<file path="src/inc/ptq_pkg.sv">
package ptq_pkg;

  // Widths
  localparam int CNT_W  = 16;
  localparam int DATA_W = 8;

  // Half-amplitude search
  localparam int HALF_AMPL_PCT = 50;
  localparam int MID_SHIFT     = 1;
  localparam int PEAK_WINDOW   = 4096;

  typedef enum logic [0:0] {
    PTQ_CLASS_RUNT  = 1'h0,
    PTQ_CLASS_WIDTH = 1'h1
  } ptq_class_t;

  typedef enum logic [1:0] {
    PTQ_RPOL_POS    = 2'h0,
    PTQ_RPOL_NEG    = 2'h1,
    PTQ_RPOL_EITHER = 2'h2
  } ptq_rpol_t;

  typedef enum logic [0:0] {
    PTQ_WPOL_POS = 1'h0,
    PTQ_WPOL_NEG = 1'h1
  } ptq_wpol_t;

  // Signal region relative to the two runt thresholds
  typedef enum logic [1:0] {
    PTQ_ZONE_LOW  = 2'h0,
    PTQ_ZONE_MID  = 2'h1,
    PTQ_ZONE_HIGH = 2'h3
  } ptq_zone_t;

  typedef enum logic [1:0] {
    PTQ_R_IDLE = 2'h0,
    PTQ_R_UP   = 2'h1,
    PTQ_R_DN   = 2'h3
  } ptq_rstate_t;

  typedef enum logic [1:0] {
    PTQ_W_IDLE = 2'h0,
    PTQ_W_ARM  = 2'h1,
    PTQ_W_MEAS = 2'h3
  } ptq_wstate_t;

  typedef enum logic [1:0] {
    PTQ_P_IDLE = 2'h0,
    PTQ_P_SCAN = 2'h1,
    PTQ_P_DONE = 2'h3
  } ptq_pstate_t;

  // Reset values and counter constants
  localparam logic [CNT_W-1:0]  LOWER_RST  = 16'h0000;
  localparam logic [CNT_W-1:0]  UPPER_RST  = 16'hffff;
  localparam logic [DATA_W-1:0] HIGH_RST   = 8'hc0;
  localparam logic [DATA_W-1:0] LOW_RST    = 8'h40;
  localparam logic [DATA_W-1:0] LEVEL_RST  = 8'h80;
  localparam logic [DATA_W-1:0] DATA_MIN   = 8'h00;
  localparam logic [DATA_W-1:0] DATA_MAX   = 8'hff;
  localparam logic [CNT_W-1:0]  CNT_ZERO   = 16'h0000;
  localparam logic [CNT_W-1:0]  CNT_ONE    = 16'h0001;
  localparam logic [CNT_W-1:0]  CNT_SAT    = 16'hffff;

endpackage : ptq_pkg

</file>
<file path="src/core/ptq_limit_order.sv">
`timescale 1ns/100ps
module ptq_limit_order #(
  parameter int CNT_W = ptq_pkg::CNT_W
) (
  // Clock and reset
  input  wire logic             mclk,
  input  wire logic             rst,
  // Limit write
  input  wire logic             limitWrite,
  input  wire logic [CNT_W-1:0] lowerIn,
  input  wire logic [CNT_W-1:0] upperIn,
  // Ordered limits
  output logic      [CNT_W-1:0] lowerLimit,
  output logic      [CNT_W-1:0] upperLimit
);

  typedef struct packed {
    logic [CNT_W-1:0] lower;
    logic [CNT_W-1:0] upper;
  } ptq_lim_t;

  ptq_lim_t st_ff;
  ptq_lim_t nxt_st;

  always_comb begin
    nxt_st = st_ff;
    if (limitWrite) begin
      nxt_st.upper = upperIn;
      // Lower is pulled down to upper
      nxt_st.lower = (lowerIn > upperIn) ? upperIn : lowerIn;
    end
  end

  always_ff @(posedge mclk) begin
    if (rst) begin
      st_ff.lower <= CNT_W'(ptq_pkg::LOWER_RST);
      st_ff.upper <= CNT_W'(ptq_pkg::UPPER_RST);
    end else begin
      st_ff <= nxt_st;
    end
  end

  assign lowerLimit = st_ff.lower;
  assign upperLimit = st_ff.upper;

endmodule : ptq_limit_order

</file>
<file path="src/core/ptq_peak_mid.sv">
`timescale 1ns/100ps
module ptq_peak_mid #(
  parameter int DATA_W = ptq_pkg::DATA_W,
  parameter int WINDOW = ptq_pkg::PEAK_WINDOW
) (
  // Clock and reset
  input  wire logic              mclk,
  input  wire logic              rst,
  // Search control
  input  wire logic              start,
  input  wire logic [DATA_W-1:0] sample,
  // Result
  output logic      [DATA_W-1:0] midLevel,
  output logic                   busy,
  output logic                   done
);

  localparam int WIN_W = $clog2(WINDOW + 1);

  typedef struct packed {
    ptq_pkg::ptq_pstate_t state;
    logic [WIN_W-1:0]     cnt;
    logic [DATA_W-1:0]    maxV;
    logic [DATA_W-1:0]    minV;
    logic [DATA_W-1:0]    mid;
    logic                 done;
  } ptq_peak_t;

  ptq_peak_t st_ff;
  ptq_peak_t nxt_st;
  logic [DATA_W:0] peakSum;

  always_comb begin
    nxt_st      = st_ff;
    nxt_st.done = 1'b0;
    peakSum     = {1'b0, st_ff.maxV} + {1'b0, st_ff.minV};
    // Result first, so a restart in the same cycle keeps its full window
    if (st_ff.state == ptq_pkg::PTQ_P_DONE && st_ff.cnt == WIN_W'(0)) begin
      // Midway between peaks, computed once per search
      nxt_st.mid  = DATA_W'(peakSum >> ptq_pkg::MID_SHIFT);
      nxt_st.done = 1'b1;
      nxt_st.cnt  = WIN_W'(1);
    end
    case (st_ff.state)
      ptq_pkg::PTQ_P_IDLE, ptq_pkg::PTQ_P_DONE: begin
        if (start) begin
          nxt_st.state = ptq_pkg::PTQ_P_SCAN;
          nxt_st.cnt   = WIN_W'(WINDOW);
          nxt_st.maxV  = DATA_W'(ptq_pkg::DATA_MIN);
          nxt_st.minV  = DATA_W'(ptq_pkg::DATA_MAX);
        end
      end
      ptq_pkg::PTQ_P_SCAN: begin
        // Track both peaks over the window
        if (sample > st_ff.maxV) nxt_st.maxV = sample;
        if (sample < st_ff.minV) nxt_st.minV = sample;
        nxt_st.cnt = st_ff.cnt - WIN_W'(1);
        if (st_ff.cnt == WIN_W'(1)) begin
          nxt_st.state = ptq_pkg::PTQ_P_DONE;
        end
      end
      default: nxt_st.state = ptq_pkg::PTQ_P_IDLE;
    endcase
  end

  always_ff @(posedge mclk) begin
    if (rst) begin
      st_ff.state <= ptq_pkg::PTQ_P_IDLE;
      st_ff.cnt   <= '0;
      st_ff.maxV  <= DATA_W'(ptq_pkg::DATA_MIN);
      st_ff.minV  <= DATA_W'(ptq_pkg::DATA_MAX);
      st_ff.mid   <= DATA_W'(ptq_pkg::LEVEL_RST);
      st_ff.done  <= 1'b0;
    end else begin
      st_ff <= nxt_st;
    end
  end

  assign midLevel = st_ff.mid;
  assign busy     = (st_ff.state == ptq_pkg::PTQ_P_SCAN);
  assign done     = st_ff.done;

endmodule : ptq_peak_mid

</file>
<file path="src/core/ptq_qualifier.sv">
`timescale 1ns/100ps
module ptq_qualifier #(
  parameter int CNT_W       = ptq_pkg::CNT_W,
  parameter int DATA_W      = ptq_pkg::DATA_W,
  parameter int PEAK_WINDOW = ptq_pkg::PEAK_WINDOW
) (
  // Clock and reset
  input  wire logic                 mclk,
  input  wire logic                 rst,
  // Comparator indications, asynchronous
  input  wire logic                 aboveHighPin,
  input  wire logic                 aboveLowPin,
  input  wire logic                 aboveLevelPin,
  // Digitized trigger source
  input  wire logic [DATA_W-1:0]    sampleData,
  // Class and polarity
  input  wire ptq_pkg::ptq_class_t  classSel,
  input  wire ptq_pkg::ptq_rpol_t   runtPol,
  input  wire ptq_pkg::ptq_wpol_t   widthPol,
  input  wire logic                 outside_range_select,
  // Runt thresholds
  input  wire logic                 threshWrite,
  input  wire logic [DATA_W-1:0]    highThreshIn,
  input  wire logic [DATA_W-1:0]    lowThreshIn,
  // Width limits in clock cycles
  input  wire logic                 limitWrite,
  input  wire logic [CNT_W-1:0]     lowerLimitIn,
  input  wire logic [CNT_W-1:0]     upperLimitIn,
  // Trigger level
  input  wire logic                 levelHalfSelect,
  input  wire logic [DATA_W-1:0]    manualLevel,
  input  wire logic                 halfLevelStart,
  // Trigger event
  output logic                      trigEvent,
  // Comparator reference levels
  output logic      [DATA_W-1:0]    highThresh,
  output logic      [DATA_W-1:0]    lowThresh,
  output logic      [DATA_W-1:0]    trigLevel,
  // Status
  output logic      [CNT_W-1:0]     lowerLimit,
  output logic      [CNT_W-1:0]     upperLimit,
  output logic      [CNT_W-1:0]     lastWidth,
  output logic                      runtTracking,
  output logic                      widthMeasuring,
  output logic                      levelSearchBusy
);

  typedef struct packed {
    logic [2:0]           syncA;
    logic [2:0]           syncB;
    ptq_pkg::ptq_zone_t   zone;
    ptq_pkg::ptq_rstate_t rState;
    ptq_pkg::ptq_wstate_t wState;
    logic [CNT_W-1:0]     wCnt;
    logic [CNT_W-1:0]     width;
    logic [DATA_W-1:0]    high;
    logic [DATA_W-1:0]    low;
    logic [DATA_W-1:0]    level;
    ptq_pkg::ptq_class_t  prevClass;
    ptq_pkg::ptq_rpol_t   prevRpol;
    ptq_pkg::ptq_wpol_t   prevWpol;
    logic                 trig;
  } ptq_qual_t;

  ptq_qual_t st_ff;
  ptq_qual_t nxt_st;

  logic [DATA_W-1:0] midLevel;
  logic              searchBusy;
  logic              cfgChange;
  logic              runtHit;
  logic              widthHit;
  logic              srcActive;
  logic              isRunt;
  logic              posOk;
  logic              negOk;
  logic              inRange;
  ptq_pkg::ptq_zone_t zoneNow;

  // Region from the two synchronised comparator outputs
  function automatic ptq_pkg::ptq_zone_t zoneOf(input logic hi, input logic lo);
    if (hi) begin
      return ptq_pkg::PTQ_ZONE_HIGH;
    end else if (lo) begin
      return ptq_pkg::PTQ_ZONE_MID;
    end
    return ptq_pkg::PTQ_ZONE_LOW;
  endfunction : zoneOf

  // Width test against the ordered limits
  function automatic logic widthInRange(input logic [CNT_W-1:0] w,
                                        input logic [CNT_W-1:0] lo,
                                        input logic [CNT_W-1:0] hi);
    return (w >= lo) && (w <= hi);
  endfunction : widthInRange

  ptq_limit_order #(
    .CNT_W      (CNT_W)
  ) u_limits (
    .mclk       (mclk),
    .rst        (rst),
    .limitWrite (limitWrite),
    .lowerIn    (lowerLimitIn),
    .upperIn    (upperLimitIn),
    .lowerLimit (lowerLimit),
    .upperLimit (upperLimit)
  );

  ptq_peak_mid #(
    .DATA_W   (DATA_W),
    .WINDOW   (PEAK_WINDOW)
  ) u_peak (
    .mclk     (mclk),
    .rst      (rst),
    .start    (halfLevelStart),
    .sample   (sampleData),
    .midLevel (midLevel),
    .busy     (searchBusy),
    .done     ()
  );

  // Second sync stage only; first stage feeds nothing else
  assign zoneNow   = zoneOf(st_ff.syncB[0], st_ff.syncB[1]);
  assign srcActive = (widthPol == ptq_pkg::PTQ_WPOL_POS) ? st_ff.syncB[2]
                                                         : ~st_ff.syncB[2];
  assign isRunt    = (classSel == ptq_pkg::PTQ_CLASS_RUNT);
  assign posOk     = (runtPol == ptq_pkg::PTQ_RPOL_POS) ||
                     (runtPol == ptq_pkg::PTQ_RPOL_EITHER);
  assign negOk     = (runtPol == ptq_pkg::PTQ_RPOL_NEG) ||
                     (runtPol == ptq_pkg::PTQ_RPOL_EITHER);
  assign cfgChange = (classSel != st_ff.prevClass) ||
                     (runtPol != st_ff.prevRpol) ||
                     (widthPol != st_ff.prevWpol);
  assign inRange   = widthInRange(st_ff.wCnt, lowerLimit, upperLimit);

  always_comb begin
    nxt_st           = st_ff;
    runtHit          = 1'b0;
    widthHit         = 1'b0;
    nxt_st.syncA     = {aboveLevelPin, aboveLowPin, aboveHighPin};
    nxt_st.syncB     = st_ff.syncA;
    nxt_st.zone      = zoneNow;
    nxt_st.prevClass = classSel;
    nxt_st.prevRpol  = runtPol;
    nxt_st.prevWpol  = widthPol;

    if (threshWrite) begin
      nxt_st.high = highThreshIn;
      nxt_st.low  = lowThreshIn;
    end

    // Trigger level source
    nxt_st.level = levelHalfSelect ? midLevel : manualLevel;

    // Runt tracking on region changes
    case (st_ff.rState)
      ptq_pkg::PTQ_R_IDLE: begin
        if (st_ff.zone == ptq_pkg::PTQ_ZONE_LOW &&
            zoneNow == ptq_pkg::PTQ_ZONE_MID && posOk) begin
          nxt_st.rState = ptq_pkg::PTQ_R_UP;
        end else if (st_ff.zone == ptq_pkg::PTQ_ZONE_HIGH &&
                     zoneNow == ptq_pkg::PTQ_ZONE_MID && negOk) begin
          nxt_st.rState = ptq_pkg::PTQ_R_DN;
        end
      end
      ptq_pkg::PTQ_R_UP: begin
        if (zoneNow == ptq_pkg::PTQ_ZONE_LOW) begin
          runtHit       = 1'b1;
          nxt_st.rState = ptq_pkg::PTQ_R_IDLE;
        end else if (zoneNow == ptq_pkg::PTQ_ZONE_HIGH) begin
          // Full pulse reached the upper threshold
          nxt_st.rState = ptq_pkg::PTQ_R_IDLE;
        end
      end
      ptq_pkg::PTQ_R_DN: begin
        if (zoneNow == ptq_pkg::PTQ_ZONE_HIGH) begin
          runtHit       = 1'b1;
          nxt_st.rState = ptq_pkg::PTQ_R_IDLE;
        end else if (zoneNow == ptq_pkg::PTQ_ZONE_LOW) begin
          nxt_st.rState = ptq_pkg::PTQ_R_IDLE;
        end
      end
      default: nxt_st.rState = ptq_pkg::PTQ_R_IDLE;
    endcase

    // Width measurement; a pulse already under way is skipped
    case (st_ff.wState)
      ptq_pkg::PTQ_W_IDLE: begin
        if (!srcActive) begin
          nxt_st.wState = ptq_pkg::PTQ_W_ARM;
        end
      end
      ptq_pkg::PTQ_W_ARM: begin
        if (srcActive) begin
          nxt_st.wState = ptq_pkg::PTQ_W_MEAS;
          nxt_st.wCnt   = CNT_W'(ptq_pkg::CNT_ONE);
        end
      end
      ptq_pkg::PTQ_W_MEAS: begin
        if (srcActive) begin
          if (st_ff.wCnt != CNT_W'(ptq_pkg::CNT_SAT)) begin
            nxt_st.wCnt = st_ff.wCnt + CNT_W'(ptq_pkg::CNT_ONE);
          end
        end else begin
          nxt_st.width  = st_ff.wCnt;
          nxt_st.wState = ptq_pkg::PTQ_W_ARM;
          if (outside_range_select) begin
            widthHit = ~inRange;
          end else begin
            widthHit = inRange;
          end
        end
      end
      default: nxt_st.wState = ptq_pkg::PTQ_W_IDLE;
    endcase

    nxt_st.trig = isRunt ? runtHit : widthHit;

    // Setting change drops partial tracking
    if (cfgChange) begin
      nxt_st.rState = ptq_pkg::PTQ_R_IDLE;
      nxt_st.wState = ptq_pkg::PTQ_W_IDLE;
      nxt_st.wCnt   = CNT_W'(ptq_pkg::CNT_ZERO);
      nxt_st.trig   = 1'b0;
    end
  end

  always_ff @(posedge mclk) begin
    if (rst) begin
      st_ff.syncA     <= '0;
      st_ff.syncB     <= '0;
      st_ff.zone      <= ptq_pkg::PTQ_ZONE_LOW;
      st_ff.rState    <= ptq_pkg::PTQ_R_IDLE;
      st_ff.wState    <= ptq_pkg::PTQ_W_IDLE;
      st_ff.wCnt      <= CNT_W'(ptq_pkg::CNT_ZERO);
      st_ff.width     <= CNT_W'(ptq_pkg::CNT_ZERO);
      st_ff.high      <= DATA_W'(ptq_pkg::HIGH_RST);
      st_ff.low       <= DATA_W'(ptq_pkg::LOW_RST);
      st_ff.level     <= DATA_W'(ptq_pkg::LEVEL_RST);
      st_ff.prevClass <= ptq_pkg::PTQ_CLASS_RUNT;
      st_ff.prevRpol  <= ptq_pkg::PTQ_RPOL_POS;
      st_ff.prevWpol  <= ptq_pkg::PTQ_WPOL_POS;
      st_ff.trig      <= 1'b0;
    end else begin
      st_ff <= nxt_st;
    end
  end

  assign trigEvent       = st_ff.trig;
  assign highThresh      = st_ff.high;
  assign lowThresh       = st_ff.low;
  assign trigLevel       = st_ff.level;
  assign lastWidth       = st_ff.width;
  assign runtTracking    = (st_ff.rState != ptq_pkg::PTQ_R_IDLE);
  assign widthMeasuring  = (st_ff.wState == ptq_pkg::PTQ_W_MEAS);
  assign levelSearchBusy = searchBusy;

endmodule : ptq_qualifier

</file>
<file path="config.mk">
export PLATFORM = sky130hd
export DESIGN_NAME = ptq_qualifier
export DESIGN_NICKNAME = d
export VERILOG_FILES = /design/src/inc/ptq_pkg.sv /design/src/core/ptq_limit_order.sv /design/src/core/ptq_peak_mid.sv /design/src/core/ptq_qualifier.sv
export SDC_FILE = /design/constraint.sdc
export NUM_CORES = 1
export LEC_CHECK = 0
export ABC_CLOCK_PERIOD_IN_PS = 2000
export BUFFER_PORTS_ARGS = -buffer_cell sky130_fd_sc_hd__clkbuf_2
export CAP_MARGIN = 20
export CORE_ASPECT_RATIO = 0.8
export CORE_MARGIN = 4
export CORE_UTILIZATION = 51
export DETAILED_ROUTE_END_ITERATION = 12
export PLACE_DENSITY = 0.75
export SYNTH_ARGS = -nofsm -noshare
export SYNTH_HDL_FRONTEND = slang
export SYNTH_SLANG_ARGS = --single-unit
</file>
<file path="constraint.sdc">
create_clock -name mclk -period 2 [get_ports mclk]
set_input_delay 0.1 -clock mclk [delete_from_list [all_inputs] [get_ports mclk]]
set_output_delay 0.1 -clock mclk [all_outputs]
set_load 0.1 [all_outputs]
</file>
==> results.sh <==
export IMPL_yosys_warnings=0
export IMPL_final_cells=1372
export IMPL_critPathCaptureType="flop"
export IMPL_worstHoldPathCells=3
export IMPL_ys_dominant_reg_cell="dfxtp_1"
export IMPL_synth_commonest_cells="dfxtp_1, nor2_1, ha_1"
export IMPL_crit_family="compound AO/OA/AOI/OAI gates"
export IMPL_dieArea_mm2=0.0177
export IMPL_fp_row_count=40
export IMPL_path_clk_slew_ns=0.06
export IMPL_crit_cells=9
export IMPL_grt_pass1_wl_mm=35.4
export IMPL_pre_cts_slack_ns=-0.119
export IMPL_slowest_delay_ns=0.51
export IMPL_route_detailed_drc=0
export IMPL_path_buf_inv=1
export IMPL_ant_nets=0
export IMPL_final_seq_area_mm2=0.00296
export IMPL_synth_area_mm2=0.00798
export IMPL_rsz0062_at_grt="true"
export IMPL_path_cells="inv_4, ha_4, nand4_1, or4_4, a21o_1, o211ai_1, a22oi_2, xnor2_1, o31ai_2"
export IMPL_finalSetupTns_ns=-0.187
export IMPL_antennaDiodeCount=0
export IMPL_netlist_area_leader_share_pct=36.1
export IMPL_critPathKind="reg2reg"
export IMPL_grt_pass1_vias=6935
export IMPL_final_max_slew_viol_count=0
export IMPL_setup_viol=3
export IMPL_cts_max_path_buffers=2
export IMPL_gp_congestion=0.848
export IMPL_drt_total_wl_mm=22.3
export IMPL_ir_worst_vdd_mv=0.628
export IMPL_grt_overflow_total=0
export IMPL_timing_final_crit_share_pct=109
export IMPL_hold_viol=0
export IMPL_postSynthNetCount=1102
export IMPL_maxCapViolCount=0
export IMPL_synth_most_common_cell="dfxtp_1"
export IMPL_status="finished with violations"
export IMPL_cellPowerDensity_mw_per_mm2=821
export IMPL_hold_class="in2reg"
export IMPL_dp_cells=1295
export IMPL_fin_skew_ns=0.00871
export IMPL_ys_async_sr_fraction_pct=0
export IMPL_ys_ff_latch=144
export IMPL_multiInputGateArea_mm2=0.00477
export IMPL_portBuffers=153
export IMPL_yosysUniqueCellTypes=64
export IMPL_start_util_pct=52.6
export IMPL_synth_area_per_cell_um2=8.48
export IMPL_crit_fanout=2
export IMPL_antenna_found_initial=0
export IMPL_cts_sinks=144
export IMPL_core_mm2=0.0152
export IMPL_yosys_top_cells_area="dfxtp_1, ha_1, mux2i_1, nor2_1, a21oi_1"
export IMPL_setup_ws_ns=-0.170
export IMPL_numCtsBuffers=17
export IMPL_grt_max_degree=103
export IMPL_vias=7286
export IMPL_slew_headroom_pct=52.9
export IMPL_clock_latency_ns=0.43
export IMPL_die_x_um=148
export IMPL_arrival_ns=2.50
export IMPL_num_io_pins=154
export IMPL_leakagePower_nw=4.90
export IMPL_yosysTopAreaCell="dfxtp_1"
export IMPL_tightestPinTransition_ns=0.706
export IMPL_crit_required_ns=2.33
export IMPL_cts_root_buf="clkbuf_16"
export IMPL_cts_tree="built"
export IMPL_area_growth_syn_to_layout_pct=33.5
export IMPL_synth_cells=941
export IMPL_dpl_hpwl_mm=15.4
export IMPL_drive_gt1_share_pct=33.0
export IMPL_finalPower_mw=8.75
export IMPL_max_freq_ghz=0.461
export IMPL_violations="setup timing"
export IMPL_layout_min_cycle_time_ns=2.17
export IMPL_rr_worst_depth=9
export IMPL_htree_levels=4
export IMPL_first_pass_iters=6
export IMPL_avgViaCountPerCell=5.31
export IMPL_dieHeight_um=120
export IMPL_final_util_pct=70.3
export IMPL_synth_edf_count=0
export IMPL_crit_slowest_cell="or4_4"
export IMPL_drt_iter0_markers=446
export IMPL_fillers=1159
export IMPL_grt_use_total_pct=24.6
export IMPL_nets=1310
export IMPL_ys_seq_area_share_pct=36.1
export IMPL_startpoint_type="flop"
export IMPL_post_drt_wl_per_cell_um=16.3
path summary, 6_finish.rpt:
check | start | to | slack (ns)
max | u_limits.upperLimit[11]$_SDFFE_PP1P_ | trigEvent$_SDFF_PP0_ | -0.17
min | lowerLimitIn[2] | u_limits.lowerLimit[2]$_SDFFE_PP0P_ | 0.02
max reg2reg | u_limits.upperLimit[11]$_SDFFE_PP1P_ | trigEvent$_SDFF_PP0_ | -0.17
min reg2reg | nxt_st[69]$_SDFF_PP0_ | st_ff[69]$_SDFF_PP0_ | 0.43
cell usage in the layout, fill, tap and decap left out, types with 5 or more instances in the layout:
cell type | netlist | final
a21o_1 | 8 | 7
dlymetal6s4s_1 | 0 | 7
nand3_1 | 16 | 16
buf_4 | 41 | 67
nand4_1 | 13 | 13
nand2_1 | 78 | 75
ha_1 | 82 | 67
nor2b_1 | 19 | 17
o21ai_2 | 1 | 10
a21oi_2 | 0 | 9
inv_2 | 0 | 11
xnor2_1 | 10 | 10
o21ai_0 | 20 | 11
clkbuf_2 | 0 | 144
dlygate4sd3_1 | 0 | 38
nor2_1 | 118 | 116
xor2_1 | 8 | 8
and3_1 | 6 | 5
dfxtp_2 | 0 | 25
o22ai_1 | 9 | 9
o211ai_1 | 20 | 20
a211oi_1 | 26 | 22
dfxtp_4 | 0 | 12
dfxtp_1 | 144 | 107
o21ai_1 | 8 | 8
ha_4 | 0 | 15
inv_6 | 0 | 5
nand2b_1 | 5 | 5
buf_6 | 1 | 5
nor3_1 | 12 | 9
a21oi_1 | 63 | 54
mux2i_1 | 49 | 47
inv_1 | 79 | 66
clkbuf_16 | 0 | 17
and2_1 | 9 | 8
cell type report:
class	instances	area share [%]
repair buffers	264	16.8
multi-input cells	642	44.8
clock inverters	14	1.23
well taps	210	2.47
inverters	80	2.87
clock buffers	18	4.03
flip-flops and latches	144	27.8
sequential cells by signal, indices dropped and copies added (netlist names):
signal	count
u_peak.st_ff	31
st_ff	29
lastWidth	16
u_limits.lowerLimit	16
u_limits.upperLimit	16
highThresh	8
lowThresh	8
trigLevel	8
u_peak.midLevel	8
nxt_st	3
trigEvent	1
metal layers:
layer | wire length, um | global-route usage, %
met4 | 307 | 5.60
met5 | 0 | 0
met2 | 9820 | 37.2
met1 | 10600 | 35.3
met3 | 1590 | 6.49
metrics by stage:
| step | instance area (um2) | hold slack [ns] |
|---|---|---|
| after CTS | 10400 | 0.000177 |
| final | 10700 | 0.0187 |
| after detailed placement | 9230 | 0.318 |
| after floorplan | 8130 | 0.225 |
| after global placement | 9230 | 0.310 |
| after global routing | 10700 | 0.00345 |
worst min-delay path: cells and delay by family:
| family | cells | cell delay, ns |
|---|---|---|
| buffers and inverters | 1 | 0.10 |
| multiplexers | 1 | 0.13 |
| AO/OA/AOI/OAI | 1 | 0.08 |
kinds of logic after synthesis:
group / share of synthesized area (%)
AO/OA/AOI/OAI: 14.4
XOR/XNOR: 2.18
adder cells (fa/ha/maj): 13.1
buffers and inverters: 9.36
flip-flops: 36.1
multiplexers: 6.15
AND/OR/NAND/NOR: 18.7
where the power goes:
| part | internal [mW] | switching [mW] | leakage, nW |
|---|---|---|---|
| combinational | 0.920 | 1.57 | 3.44 |
| clock | 1.73 | 1.30 | 0.266 |
| sequential | 3.06 | 0.174 | 1.19 |
| total | 5.70 | 3.05 | 4.90 |
repair_timing:
action | CTS | global route
hold buffers | 45 | 0
endpoints found under the hold margin | 45 | 0
pin swaps | 17 | 34
buffers inserted | 2 | 5
resized for setup | 26 | 76
setup endpoints to repair | 18 | 58
No activity file was read; power rests on OpenSTA's default activity.
